<file path="src/design/clk_ctrl_pkg.sv">
// Package with constants, encodings and carriers for the clock controller
package clk_ctrl_pkg;
	// Oscillator source codes
	localparam logic [2:0] SRC_FRC = 3'h0;
	localparam logic [2:0] SRC_FRC_PLL = 3'h1;
	localparam logic [2:0] SRC_PRI = 3'h2;
	localparam logic [2:0] SRC_PRI_PLL = 3'h3;
	localparam logic [2:0] SRC_SEC = 3'h4;
	localparam logic [2:0] SRC_LOW_POWER_RC_OSC = 3'h5;
	localparam logic [2:0] SRC_FRC_DIV16 = 3'h6;
	localparam logic [2:0] SRC_FRC_DIVN = 3'h7;
	// Control register field positions
	localparam int CUR_LSB = 12;
	localparam int NEXT_LSB = 8;
	localparam int LOCK_BIT = 5;
	localparam int FAIL_BIT = 3;
	localparam int SEC_EN_BIT = 1;
	localparam int SWREQ_BIT = 0;
	// Unlock key bytes, arbitrary values
	localparam logic [7:0] KEY_HI_1 = 8'h78;
	localparam logic [7:0] KEY_HI_2 = 8'h9A;
	localparam logic [7:0] KEY_LO_1 = 8'h46;
	localparam logic [7:0] KEY_LO_2 = 8'h57;
	// Reset values and timing
	localparam logic [2:0] RST_SRC = 3'h0;
	localparam int HANDOVER_CYCLES = 10;
	localparam int WAKE_MIN_CYCLES = 2;
	localparam int WAKE_MAX_CYCLES = 4;
	localparam logic [2:0] WAKE_CYCLES = 3'h3;
	// Power-save operands
	localparam logic PS_SLEEP = 1'b0;
	localparam logic PS_IDLE = 1'b1;
	// Oscillator enables, one per source kind
	typedef struct packed {
		logic fast_rc_osc;
		logic pri;
		logic sec;
		logic low_power_rc_osc;
		logic pll;
	} osc_en_t;
	// Wake-up causes
	typedef struct packed {
		logic irq;
		logic dev_reset;
		logic wdt_timeout;
	} wake_t;
	function automatic logic uses_pll(input logic [2:0] s);
		return (s == SRC_FRC_PLL) || (s == SRC_PRI_PLL);
	endfunction
	function automatic logic is_crystal(input logic [2:0] s);
		return (s == SRC_PRI) || (s == SRC_PRI_PLL) || (s == SRC_SEC);
	endfunction
	function automatic osc_en_t src_osc(input logic [2:0] s);
		osc_en_t e;
		e = '0;
		case (s)
			SRC_PRI, SRC_PRI_PLL: e.pri = 1'b1;
			SRC_SEC: e.sec = 1'b1;
			SRC_LOW_POWER_RC_OSC: e.low_power_rc_osc = 1'b1;
			default: e.fast_rc_osc = 1'b1;
		endcase
		e.pll = uses_pll(s);
		return e;
	endfunction
endpackage

</file>
<file path="src/design/clock_switch_and_power_save.sv">
// Clock switch, failure fallback and Sleep/Idle controller
`timescale 1ns/1ps
module clock_switch_and_power_save
(
	// Clock and reset
	input wire logic mclk,
	input wire logic rst,
	// Configuration
	input wire logic switch_monitor_config_bit,
	input wire logic [2:0] cfg_start_src,
	input wire logic wdt_enabled,
	// Unlock key writes
	input wire logic key_we,
	input wire logic [7:0] key_data,
	// Protected control writes
	input wire logic hi_we,
	input wire logic [2:0] hi_next_src,
	input wire logic lo_we,
	input wire logic lo_switch_req,
	input wire logic lo_sec_en,
	input wire logic lo_fail_clr,
	// Oscillator status
	input wire logic crystal_startup_timer_done,
	input wire logic pll_locked,
	input wire logic new_clk_tick,
	input wire logic osc_failed,
	// Power-save instruction and wake sources
	input wire logic power_save_instruction,
	input wire logic ps_operand,
	input wire clk_ctrl_pkg::wake_t wake,
	// Control register view
	output logic [2:0] current_source_field,
	output logic [2:0] next_source_field,
	output logic switch_request_bit,
	output logic clock_fail_flag,
	output logic lock_flag,
	output logic secondary_osc_enable,
	// Oscillator and clock controls
	output clk_ctrl_pkg::osc_en_t osc_en,
	output logic [2:0] sys_clk_sel,
	output logic sys_clk_run,
	output logic cpu_clk_run,
	output logic periph_clk_run,
	output logic monitor_active,
	output logic wdt_clear,
	output logic fail_trap,
	output logic cpu_stall
);
	////////////////////////////////////////////////////////////////////
	// Unlock gates for high and low bytes
	logic hi_open, lo_open, hi_ok, lo_ok, sw_enabled;
	unlock_gate u_hi
	(
		.mclk(mclk),
		.rst(rst),
		.key_we(key_we),
		.key_data(key_data),
		.prot_we(hi_we),
		.key1(clk_ctrl_pkg::KEY_HI_1),
		.key2(clk_ctrl_pkg::KEY_HI_2),
		.open_now(hi_open)
	);
	unlock_gate u_lo
	(
		.mclk(mclk),
		.rst(rst),
		.key_we(key_we),
		.key_data(key_data),
		.prot_we(lo_we),
		.key1(clk_ctrl_pkg::KEY_LO_1),
		.key2(clk_ctrl_pkg::KEY_LO_2),
		.open_now(lo_open)
	);
	assign hi_ok = hi_we && hi_open;
	assign lo_ok = lo_we && lo_open;
	assign sw_enabled = !switch_monitor_config_bit;

	////////////////////////////////////////////////////////////////////
	// Switch and power state machines
	typedef enum logic [4:0] {
		S_IDLE = 5'b00001,
		S_START = 5'b00010,
		S_LOCK = 5'b00100,
		S_COUNT = 5'b01000,
		S_DONE = 5'b10000
	} sw_state_t;
	typedef enum logic [2:0] {
		P_RUN = 3'b001,
		P_SLEEP = 3'b010,
		P_IDLE = 3'b100
	} pw_state_t;

	sw_state_t sw_q, sw_d;
	pw_state_t pw_q, pw_d;
	logic [2:0] cur_q, cur_d, nxt_q, nxt_d, tgt_q, tgt_d;
	logic req_q, req_d, fail_q, fail_d, lock_q, lock_d, sec_q, sec_d;
	logic [3:0] cnt_q, cnt_d;
	logic [2:0] wk_q, wk_d;
	logic waking_q, waking_d, init_q, init_d;
	logic start_sw, any_wake, fail_evt, in_sleep;

	assign any_wake = wake.irq || wake.dev_reset || wake.wdt_timeout;
	assign in_sleep = (pw_q == P_SLEEP);
	assign monitor_active = sw_enabled && !in_sleep && init_q;
	assign fail_evt = monitor_active && osc_failed;
	assign start_sw = (sw_q == S_IDLE) && req_q && !fail_evt;

	function automatic logic uses_pll_now(input logic [2:0] t, input sw_state_t s);
		return clk_ctrl_pkg::uses_pll(t) && (s != S_IDLE);
	endfunction

	always_comb
	begin
		sw_d = sw_q;
		pw_d = pw_q;
		cur_d = cur_q;
		nxt_d = nxt_q;
		tgt_d = tgt_q;
		req_d = req_q;
		fail_d = fail_q;
		lock_d = lock_q;
		sec_d = sec_q;
		cnt_d = cnt_q;
		wk_d = wk_q;
		waking_d = waking_q;
		init_d = 1'b1;
		// Configured start source caught after reset release
		if (!init_q)
		begin
			cur_d = cfg_start_src;
			nxt_d = cfg_start_src;
		end
		if (hi_ok && sw_enabled)
			nxt_d = hi_next_src;
		if (lo_ok)
		begin
			sec_d = lo_sec_en;
			if (lo_switch_req && sw_enabled)
				req_d = 1'b1;
			if (lo_fail_clr)
				fail_d = 1'b0;
		end
		if (pll_locked && uses_pll_now(tgt_q, sw_q))
			lock_d = 1'b1;
		case (sw_q)
			S_IDLE:
			begin
				if (start_sw)
				begin
					if (cur_q == nxt_q)
						req_d = 1'b0;
					else
					begin
						lock_d = 1'b0;
						fail_d = 1'b0;
						tgt_d = nxt_q;
						sw_d = S_START;
					end
				end
			end
			S_START:
			begin
				if (!clk_ctrl_pkg::is_crystal(tgt_q) || crystal_startup_timer_done)
					sw_d = S_LOCK;
			end
			S_LOCK:
			begin
				if (!clk_ctrl_pkg::uses_pll(tgt_q) || lock_q)
				begin
					cnt_d = 4'h0;
					sw_d = S_COUNT;
				end
			end
			S_COUNT:
			begin
				if (new_clk_tick)
				begin
					cnt_d = cnt_q + 4'h1;
					if (cnt_q == 4'(clk_ctrl_pkg::HANDOVER_CYCLES - 1))
						sw_d = S_DONE;
				end
			end
			S_DONE:
			begin
				req_d = 1'b0;
				cur_d = tgt_q;
				sw_d = S_IDLE;
			end
			default: sw_d = S_IDLE;
		endcase
		// failure falls back to fast RC
		if (fail_evt)
		begin
			fail_d = 1'b1;
			cur_d = clk_ctrl_pkg::uses_pll(cur_q) ? clk_ctrl_pkg::SRC_FRC_PLL
				: clk_ctrl_pkg::SRC_FRC;
			nxt_d = cur_d;
			req_d = 1'b0;
			sw_d = S_IDLE;
		end
		if (!sw_enabled)
		begin
			req_d = 1'b0;
			sw_d = S_IDLE;
		end
		case (pw_q)
			P_RUN:
			begin
				waking_d = 1'b0;
				if (power_save_instruction)
					pw_d = (ps_operand == clk_ctrl_pkg::PS_SLEEP) ? P_SLEEP : P_IDLE;
			end
			P_SLEEP:
			begin
				if (any_wake)
					pw_d = P_RUN;
			end
			P_IDLE:
			begin
				if (waking_q)
				begin
					wk_d = wk_q - 3'h1;
					if (wk_q == 3'h1)
						pw_d = P_RUN;
				end
				else if (any_wake)
				begin
					waking_d = 1'b1;
					wk_d = clk_ctrl_pkg::WAKE_CYCLES;
				end
			end
			default: pw_d = P_RUN;
		endcase
	end

	always_ff @(posedge mclk or posedge rst)
	begin
		if (rst)
		begin
			sw_q <= S_IDLE;
			pw_q <= P_RUN;
			cur_q <= clk_ctrl_pkg::RST_SRC;
			nxt_q <= clk_ctrl_pkg::RST_SRC;
			tgt_q <= clk_ctrl_pkg::RST_SRC;
			req_q <= 1'b0;
			fail_q <= 1'b0;
			lock_q <= 1'b0;
			sec_q <= 1'b0;
			cnt_q <= 4'h0;
			wk_q <= 3'h0;
			waking_q <= 1'b0;
			init_q <= 1'b0;
		end
		else
		begin
			sw_q <= sw_d;
			pw_q <= pw_d;
			cur_q <= cur_d;
			nxt_q <= nxt_d;
			tgt_q <= tgt_d;
			req_q <= req_d;
			fail_q <= fail_d;
			lock_q <= lock_d;
			sec_q <= sec_d;
			cnt_q <= cnt_d;
			wk_q <= wk_d;
			waking_q <= waking_d;
			init_q <= init_d;
		end
	end

	////////////////////////////////////////////////////////////////////
	// Oscillator enables and clock gating
	clk_ctrl_pkg::osc_en_t run_en, tgt_en;
	always_comb
	begin
		run_en = clk_ctrl_pkg::src_osc(cur_q);
		tgt_en = (sw_q != S_IDLE) ? clk_ctrl_pkg::src_osc(tgt_q) : '0;
		osc_en = run_en | tgt_en;
		if (in_sleep)
			osc_en = '0;
		// watchdog keeps low-power RC in Sleep
		osc_en.low_power_rc_osc = osc_en.low_power_rc_osc || wdt_enabled || monitor_active;
		osc_en.sec = osc_en.sec || sec_q;
	end

	assign current_source_field = cur_q;
	assign next_source_field = nxt_q;
	assign switch_request_bit = req_q;
	assign clock_fail_flag = fail_q;
	assign lock_flag = lock_q;
	assign secondary_osc_enable = sec_q;
	assign sys_clk_sel = cur_q;
	// Sleep stops system clock, Idle keeps it
	assign sys_clk_run = !in_sleep;
	assign periph_clk_run = !in_sleep;
	assign cpu_clk_run = (pw_q == P_RUN);
	assign cpu_stall = 1'b0;
	assign wdt_clear = (pw_q == P_RUN) && power_save_instruction;
	assign fail_trap = fail_evt;

	////////////////////////////////////////////////////////////////////
	// Checks
	chk_abort_equal: assert property (@(posedge mclk) disable iff (rst)
		start_sw && cur_q == nxt_q && sw_enabled |=> !req_q && sw_q == S_IDLE)
		else $error("redundant switch not aborted");
	chk_flags_clear: assert property (@(posedge mclk) disable iff (rst)
		start_sw && cur_q != nxt_q && sw_enabled |=> !lock_q && !fail_q)
		else $error("flags not cleared at switch start");
	chk_crystal_wait: assert property (@(posedge mclk) disable iff (rst)
		sw_q == S_START && clk_ctrl_pkg::is_crystal(tgt_q) && !crystal_startup_timer_done
		&& !fail_evt && sw_enabled |=> sw_q == S_START)
		else $error("crystal start-up wait skipped");
	chk_pll_hold: assert property (@(posedge mclk) disable iff (rst)
		sw_q == S_LOCK && clk_ctrl_pkg::uses_pll(tgt_q) && !lock_q |=> sw_q != S_COUNT)
		else $error("switch passed without PLL lock");
	chk_ten_ticks: assert property (@(posedge mclk) disable iff (rst)
		sw_q == S_DONE |-> $past(cnt_q) == 4'(clk_ctrl_pkg::HANDOVER_CYCLES - 1))
		else $error("handover before ten cycles");
	chk_done_copy: assert property (@(posedge mclk) disable iff (rst)
		sw_q == S_DONE && !fail_evt && sw_enabled |=> !req_q && cur_q == $past(tgt_q))
		else $error("completion did not update fields");
	chk_fallback_frc: assert property (@(posedge mclk) disable iff (rst)
		fail_evt |=> clock_fail_flag && (cur_q == clk_ctrl_pkg::SRC_FRC
		|| cur_q == clk_ctrl_pkg::SRC_FRC_PLL))
		else $error("no fallback to fast RC");
	chk_fallback_pll: assert property (@(posedge mclk) disable iff (rst)
		fail_evt && clk_ctrl_pkg::uses_pll(cur_q) |=> cur_q == clk_ctrl_pkg::SRC_FRC_PLL)
		else $error("PLL dropped on fallback");
	chk_req_disabled: assert property (@(posedge mclk) disable iff (rst)
		switch_monitor_config_bit |=> !req_q)
		else $error("request set while switching disabled");
	chk_idle_wake: assert property (@(posedge mclk) disable iff (rst)
		pw_q == P_IDLE && !waking_q && any_wake |-> ##[2:4] cpu_clk_run)
		else $error("Idle wake delay out of range");
	chk_sleep_src: assert property (@(posedge mclk) disable iff (rst)
		in_sleep && any_wake |=> cur_q == $past(cur_q))
		else $error("source changed across Sleep");
	cov_switch: cover property (@(posedge mclk) disable iff (rst) sw_q == S_DONE);
	cov_fail: cover property (@(posedge mclk) disable iff (rst) fail_evt);
	cov_sleep: cover property (@(posedge mclk) disable iff (rst) in_sleep ##1 !in_sleep);
	cov_idle: cover property (@(posedge mclk) disable iff (rst) pw_q == P_IDLE && waking_q);
endmodule

</file>
<file path="src/design/unlock_gate.sv">
// Unlock sequence detector gating one protected write
`timescale 1ns/1ps
module unlock_gate
(
	// Clock and reset
	input wire logic mclk,
	input wire logic rst,
	// Key write strobe and data
	input wire logic key_we,
	input wire logic [7:0] key_data,
	// Protected write strobe
	input wire logic prot_we,
	// Keys for this byte
	input wire logic [7:0] key1,
	input wire logic [7:0] key2,
	// Write allowed in this cycle
	output logic open_now
);
	typedef enum logic [2:0] {
		U_IDLE = 3'b001,
		U_KEY1 = 3'b010,
		U_OPEN = 3'b100
	} ustate_t;
	ustate_t st_q, st_d;

	always_comb
	begin
		st_d = st_q;
		case (st_q)
			U_IDLE: if (key_we && key_data == key1) st_d = U_KEY1;
			U_KEY1: st_d = (key_we && key_data == key2) ? U_OPEN : U_IDLE;
			U_OPEN: st_d = (key_we && key_data == key1) ? U_KEY1 : U_IDLE;
			default: st_d = U_IDLE;
		endcase
	end

	always_ff @(posedge mclk or posedge rst)
	begin
		if (rst)
			st_q <= U_IDLE;
		else
			st_q <= st_d;
	end

	assign open_now = (st_q == U_OPEN) && !key_we;

	chk_open_after_keys: assert property (@(posedge mclk) disable iff (rst)
		open_now |-> $past(st_q == U_KEY1))
		else $error("protected write window without key pair");
endmodule

</file>
<file path="config.mk">
export PLATFORM = sky130hd
export DESIGN_NAME = clock_switch_and_power_save
export DESIGN_NICKNAME = d
export VERILOG_FILES = /design/src/design/clk_ctrl_pkg.sv /design/src/design/clock_switch_and_power_save.sv /design/src/design/unlock_gate.sv
export SDC_FILE = /design/constraint.sdc
export NUM_CORES = 1
export LEC_CHECK = 0
export CORE_MARGIN = 5
export CORE_UTILIZATION = 40
export CTS_BUF_LIST = sky130_fd_sc_hd__clkbuf_16
export CTS_CLUSTER_SIZE = 14
export DETAILED_ROUTE_END_ITERATION = 16
export DONT_BUFFER_PORTS = 1
export PLACE_DENSITY = 0.56
export RECOVER_POWER = 25
export SKIP_LAST_GASP = 1
export SYNTH_ARGS = -nofsm -noshare
export SYNTH_HDL_FRONTEND = slang
export SYNTH_HIERARCHICAL = 1
export SYNTH_SLANG_ARGS = --single-unit
</file>
<file path="constraint.sdc">
create_clock -name mclk -period 1.8 [get_ports mclk]
set_input_delay 0.36 -clock mclk [delete_from_list [all_inputs] [get_ports mclk]]
set_output_delay 0.36 -clock mclk [all_outputs]
set_load 0.1 [all_outputs]
</file>
==> out/qor.yml, run 1 <==
status: "finished with violations"
violations: "negative setup slack"
cts_max_level: 2
async_flop_share_pct: 100.0
worst_pin_slew_ns: 0.7752
mostFrequentLayoutCell: "buf_4"
hold_viol: 0
max_freq_mhz: 527.2
layout_setup_ws_ns: -0.09678
nets: 368
boundaryPins: 58
fillers: 499
maxCapViolCount: 0
insertion_delay_ns: 0.28
final_area_um2: 3526
dpl.hpwl_um: 4567
path_clk_slew_ns: 0.06
cts_tree: "yes"
grt_antenna_before_repair: 0
seq_area_um2: 922.1
yosysUniqueCellTypes: 54
drive_gt1_share_pct: 35.95
fin_crit_sh_pct: 105.4
period_minus_slack_ns: 1.897
cts.sinks: 36
synth_seq_area_share_pct: 37.22
rsz0062_at_grt: "true"
grt_max_degree: 31
synth_top_area_share_pct: 32.90
final_antenna_net_count: 0
worstPathArrival_ns: 1.54
r2r_setup_slack_ns: 0
vias: 2041
place.gp.congestion: 0.7818
end_kind: "primary output"
layout_common_cells: "buf_4 (35), conb_1 (34), xnor2_1 (30)"
hold_path.class: "in2async"
syn_to_final_growth_pct: 44.88
rr_endpoint: "tgt_q[0]"
irDropWorstVdd_mv: 0.7376
grt_overflow: 0
routed_via_density: 5.027
synth-main-ff-cell: "dfrtp_1"
synthTopCellsByArea: "dfrtp_1 (33%), xnor2_1 (11%), dfstp_2 (4.3%)"
multiInputGateArea_um2: 1827
crit_path_start: "tgt_q[1]"
cts_root_buf: "clkbuf_16"
drc: 0
totalWireLength_um: 6073
reg2reg_from: "pw_q[1]"
drtIter0Drc: 74
pre_cts_slack_ns: -0.005116
grt_pass1_wl_um: 9680
fp.dieArea_um2: 7744
cts_buffers: 5
cts_max_path_buffers: 2
port_buffers: 0
start_util_pct: 41.10
ys_warn_count: 6
yosysTopAreaCell: "dfrtp_1"
reg2reg_depth: 7
syn_inst: 252
wl_per_cell_um: 14.96
start_kind: "register"
p_per_area_nw_per_um2: 862.9
grtUsageTotal_pct: 16.12
crit_fanout: 4
fp.dieW_um: 88
setup_viol_count_final: 9
n_antenna_cell: 0
synth-edff-count: 0
postPlaceCellArea_um2: 3104
ys_ff_latch: 36
fp.coreArea_um2: 5921
critPathKind: "reg2out"
rows: 28
syn_avg_cell_area_um2: 9.657
grt_pass1_vias: 2053
finClkSkew_ns: 0.007393
maxSlewViolCount: 0
dr.pass1.iters: 4
p_leak_nw: 1.503
required_ns: 1.44
chipHeight_um: 88
maxSlewHeadroom_pct: 48.32
final_util_pct: 59.55
netlist_area_um2: 2434
flip-flops by register name, summed over array words and instances (netlist names), 3 cells and up:
name	flops
current_source_field	3
sw_q	5
u_lo/st_q	3
u_hi/st_q	3
pw_q	3
wk_q	3
cnt_q	4
next_source_field	3
tgt_q	3
stage by stage:
step / instances / power [mW] / TNS [ns] / hold slack (ns)
floorplan: 284 / 1.932 / -3.850 / 0.1129
global placement: 387 / 2.170 / 0 / 0.1192
detailed placement: 387 / 2.178 / -0.005116 / 0.1213
CTS: 402 / 3.046 / -0.4252 / 0.06468
global route: 406 / 3.176 / -0.9742 / 0.1827
finish: 406 / 3.042 / -0.3690 / 0.1861
repair_timing:
item / in CTS / in global routing
cloned: 1 / 0
buffers inserted: 5 / 4
endpoints found under the hold margin: 4 / 0
gates resized for setup: 22 / 15
pin swaps: 8 / 8
hold buffers: 1 / 0
endpoints found under the setup margin: 13 / 21
area by class of cell:
cell class | count | area share [%]
multi-input combinational | 227 | 51.81
sequential | 36 | 26.15
timing repair buffer | 46 | 13.34
clock buffer | 5 | 3.549
tap | 75 | 2.661
inverter | 14 | 2.129
clock inverter | 3 | 0.3549
how the worst max path moves through the flow:
stage / end / slack (ns) / cells past startpoint
final: osc_en[1] / -0.1 / 5
after global routing: osc_en[1] / -0.16 / 5
after floorplan: wdt_clear / -0.58 / 3
after CTS: osc_en[1] / -0.14 / 5
after detailed placement: tgt_q[0] / -0.005 / 5
after global placement: switch_request_bit / 0.04 / 6
critical path, cell delays in order (launching register included):
cell	delay [ns]
dfrtp_1	0.39
nand2b_4	0.19
inv_1	0.08
a311oi_4	0.34
o21bai_4	0.09
buf_12	0.17
report_power, final:
part | leakage [nW] | switching, mW | total, mW | internal, mW
clock network | 0.0762 | 0.306 | 0.805 | 0.499
logic | 0.977 | 0.836 | 1.26 | 0.426
registers | 0.450 | 0.0760 | 0.976 | 0.900
cell usage after synthesis (all sizes together) (8+ instances only):
cell,instances
nand2,12
nand3,8
a21oi,9
dfrtp,32
o21ai,10
xnor2,30
inv,14
xor2,8
nand4,9
nor2,16
per-layer routing:
layer / global-route usage [%] / up-vias / wire length, µm / part of all wire [%]
met1: 20.95 / 967 / 2692 / 44
met3: 4.610 / 6 / 306 / 5.0
met4: 4.463 / 0 / 85 / 1.4
met5: 0 / - / 0 / 0
met2: 26.23 / 40 / 2989 / 49
li1: - / 1028 / - / -
cells by family (layout without fill, tap and decap cells):
| kind of cell | count (synthesis) | in the layout | synth area share (%) |
|---|---|---|---|
| compound gates | 47 | 47 | 12.85 |
| xor+xnor | 38 | 38 | 13.68 |
| fa+ha+maj | 5 | 5 | 2.571 |
| buf+inv | 21 | 68 | 4.113 |
| flops | 36 | 36 | 37.22 |
| mux | 11 | 11 | 4.781 |
| other cells | 2 | 34 | 0.3086 |
| simple gates | 92 | 92 | 24.47 |
(Power assumes the default switching activity.)
==> run 2, diff against run 1 <==
- PLACE_DENSITY: 0.56 -> 0.54
- clock period: 1.8 -> 2.17 ns (I/O delays scaled with it)
==> out/qor.yml, run 2 (synthesized netlist as in run 1, its figures left out) <==
path_clk_slew_ns: 0.05
final_antenna_net_count: 0
chipHeight_um: 88
fp.dieArea_um2: 7744
layout_common_cells: "conb_1 (34), xnor2_1 (30), dfrtp_1 (29)"
period_minus_slack_ns: 2.086
setup_viol_count_final: 0
vias: 1981
critPathKind: "reg2out"
maxCapViolCount: 0
drc: 0
boundaryPins: 58
dp_cells: 377
cts.sinks: 36
irDropWorstVdd_mv: 0.7088
fp.dieW_um: 88
start_util_pct: 41.10
crit_fanout: 5
fillers: 574
maxSlewViolCount: 0
required_ns: 1.74
fin_setup_tns_ns: 0
status: "finished, final reports clean"
grtUsageTotal_pct: 15.96
end_kind: "primary output"
start_kind: "register"
max_freq_mhz: 479.4
port_buffers: 0
cts_buffers: 5
drive_gt1_share_pct: 21.22
drtIter0Drc: 96
grt_antenna_before_repair: 0
worst_pin_slew_ns: 0.6095
totalWireLength_um: 5679
worstPathArrival_ns: 1.65
grt_pass1_wl_um: 9563
cts_setup_buffers: 0
regMostFlops: "sw_q"
cts_root_buf: "clkbuf_16"
hold_viol: 0
mostFrequentLayoutCell: "conb_1"
finClkSkew_ns: 0.007031
cts_max_path_buffers: 2
p_leak_nw: 1.327
rows: 28
n_antenna_cell: 0
wl_per_cell_um: 14.71
insertion_delay_ns: 0.28
cts_tree: "yes"
nets: 348
dpl.hpwl_um: 4617
grt_max_degree: 31
maxSlewHeadroom_pct: 59.28
top_regs: "sw_q (5), cnt_q (4)"
syn_to_final_growth_pct: 26.48
dr.pass1.iters: 4
p_per_area_nw_per_um2: 779.0
grt_pass1_vias: 1989
grt_overflow: 0
largest_reg_flops: 5
routed_via_density: 5.132
final_cell_count_no_fill: 386
place.gp.congestion: 0.7567
hold_path.class: "in2async"
power_mw: 2.398
rsz0062_at_grt: "false"
cts_max_level: 2
fp.coreArea_um2: 5921
fin_crit_sh_pct: 96.13
run 2: cell types whose count changed in the layout (fill, tap and decap cells not counted), sizes merged:
cell,previous run,this run
inv,14,15
bufinv,1,0
clkbuf,6,5
buf,43,25
bufbuf,1,0
run 2: repair_timing:
action                     4_1_cts  5_1_grt
hold endpoints to repair         4        0
setup endpoints to repair        0        3
hold buffers                     1        0
gates resized for setup          0        3
run 2: metrics by stage:
stage               hold WS [ns]  util (%)  instance area, µm²  setup slack, ns
floorplan                 0.1869         -                2633          -0.2889
global placement          0.1938     49.22                2914           0.3470
detailed placement        0.1942     49.22                2914           0.3249
CTS                       0.1366     51.71                3062          0.02814
global route              0.1799     51.99                3078          0.01639
finish                    0.1294     51.99                3078          0.08390
run 2: layout make-up:
cell class	count	area (µm²)	share of cell area, %
multi-input cells	227	1628	52.89
repair buffers	26	247.7	8.049
inverters	14	61.31	1.992
well taps	75	93.84	3.049
clock buffers	5	125.1	4.065
flip-flops and latches	36	909.6	29.55
clock inverters	3	12.51	0.4065
run 2: worst max-delay path: stages (launching register included):
cell and delay (ns):
dfstp_2 0.59, nor3_4 0.07, inv_6 0.06, buf_4 0.30, buf_4 0.36
run 2: path summary, 6_finish.rpt:
path	from	to	slack [ns]	cells after the start
worst min-delay path	rst	wk_q[1]	0.13	2
worst max-delay path	pw_q[0]	sys_clk_run	0.08	4
worst min register to register	wk_q[2]	wk_q[2]	0.51	1
min in group mclk	ps_operand	pw_q[1]	0.27	1
max in group asynchronous	rst	u_lo/st_q[0]	1.44	2
worst max register to register	pw_q[1]	tgt_q[2]	0.34	6
run 2: power breakdown:
group | total (mW) | switching [mW] | leakage, nW | internal, mW
combinational | 0.917 | 0.656 | 0.796 | 0.261
sequential | 0.807 | 0.0652 | 0.455 | 0.741
clock | 0.675 | 0.260 | 0.0762 | 0.415
run 2: metal layers:
layer	share of wire (%)	GRT usage, %	up-vias
met4	1.1	4.603	0
li1	-	-	984
met3	7.0	5.268	4
met1	43	19.14	938
met5	0	0	-
met2	49	27.26	55
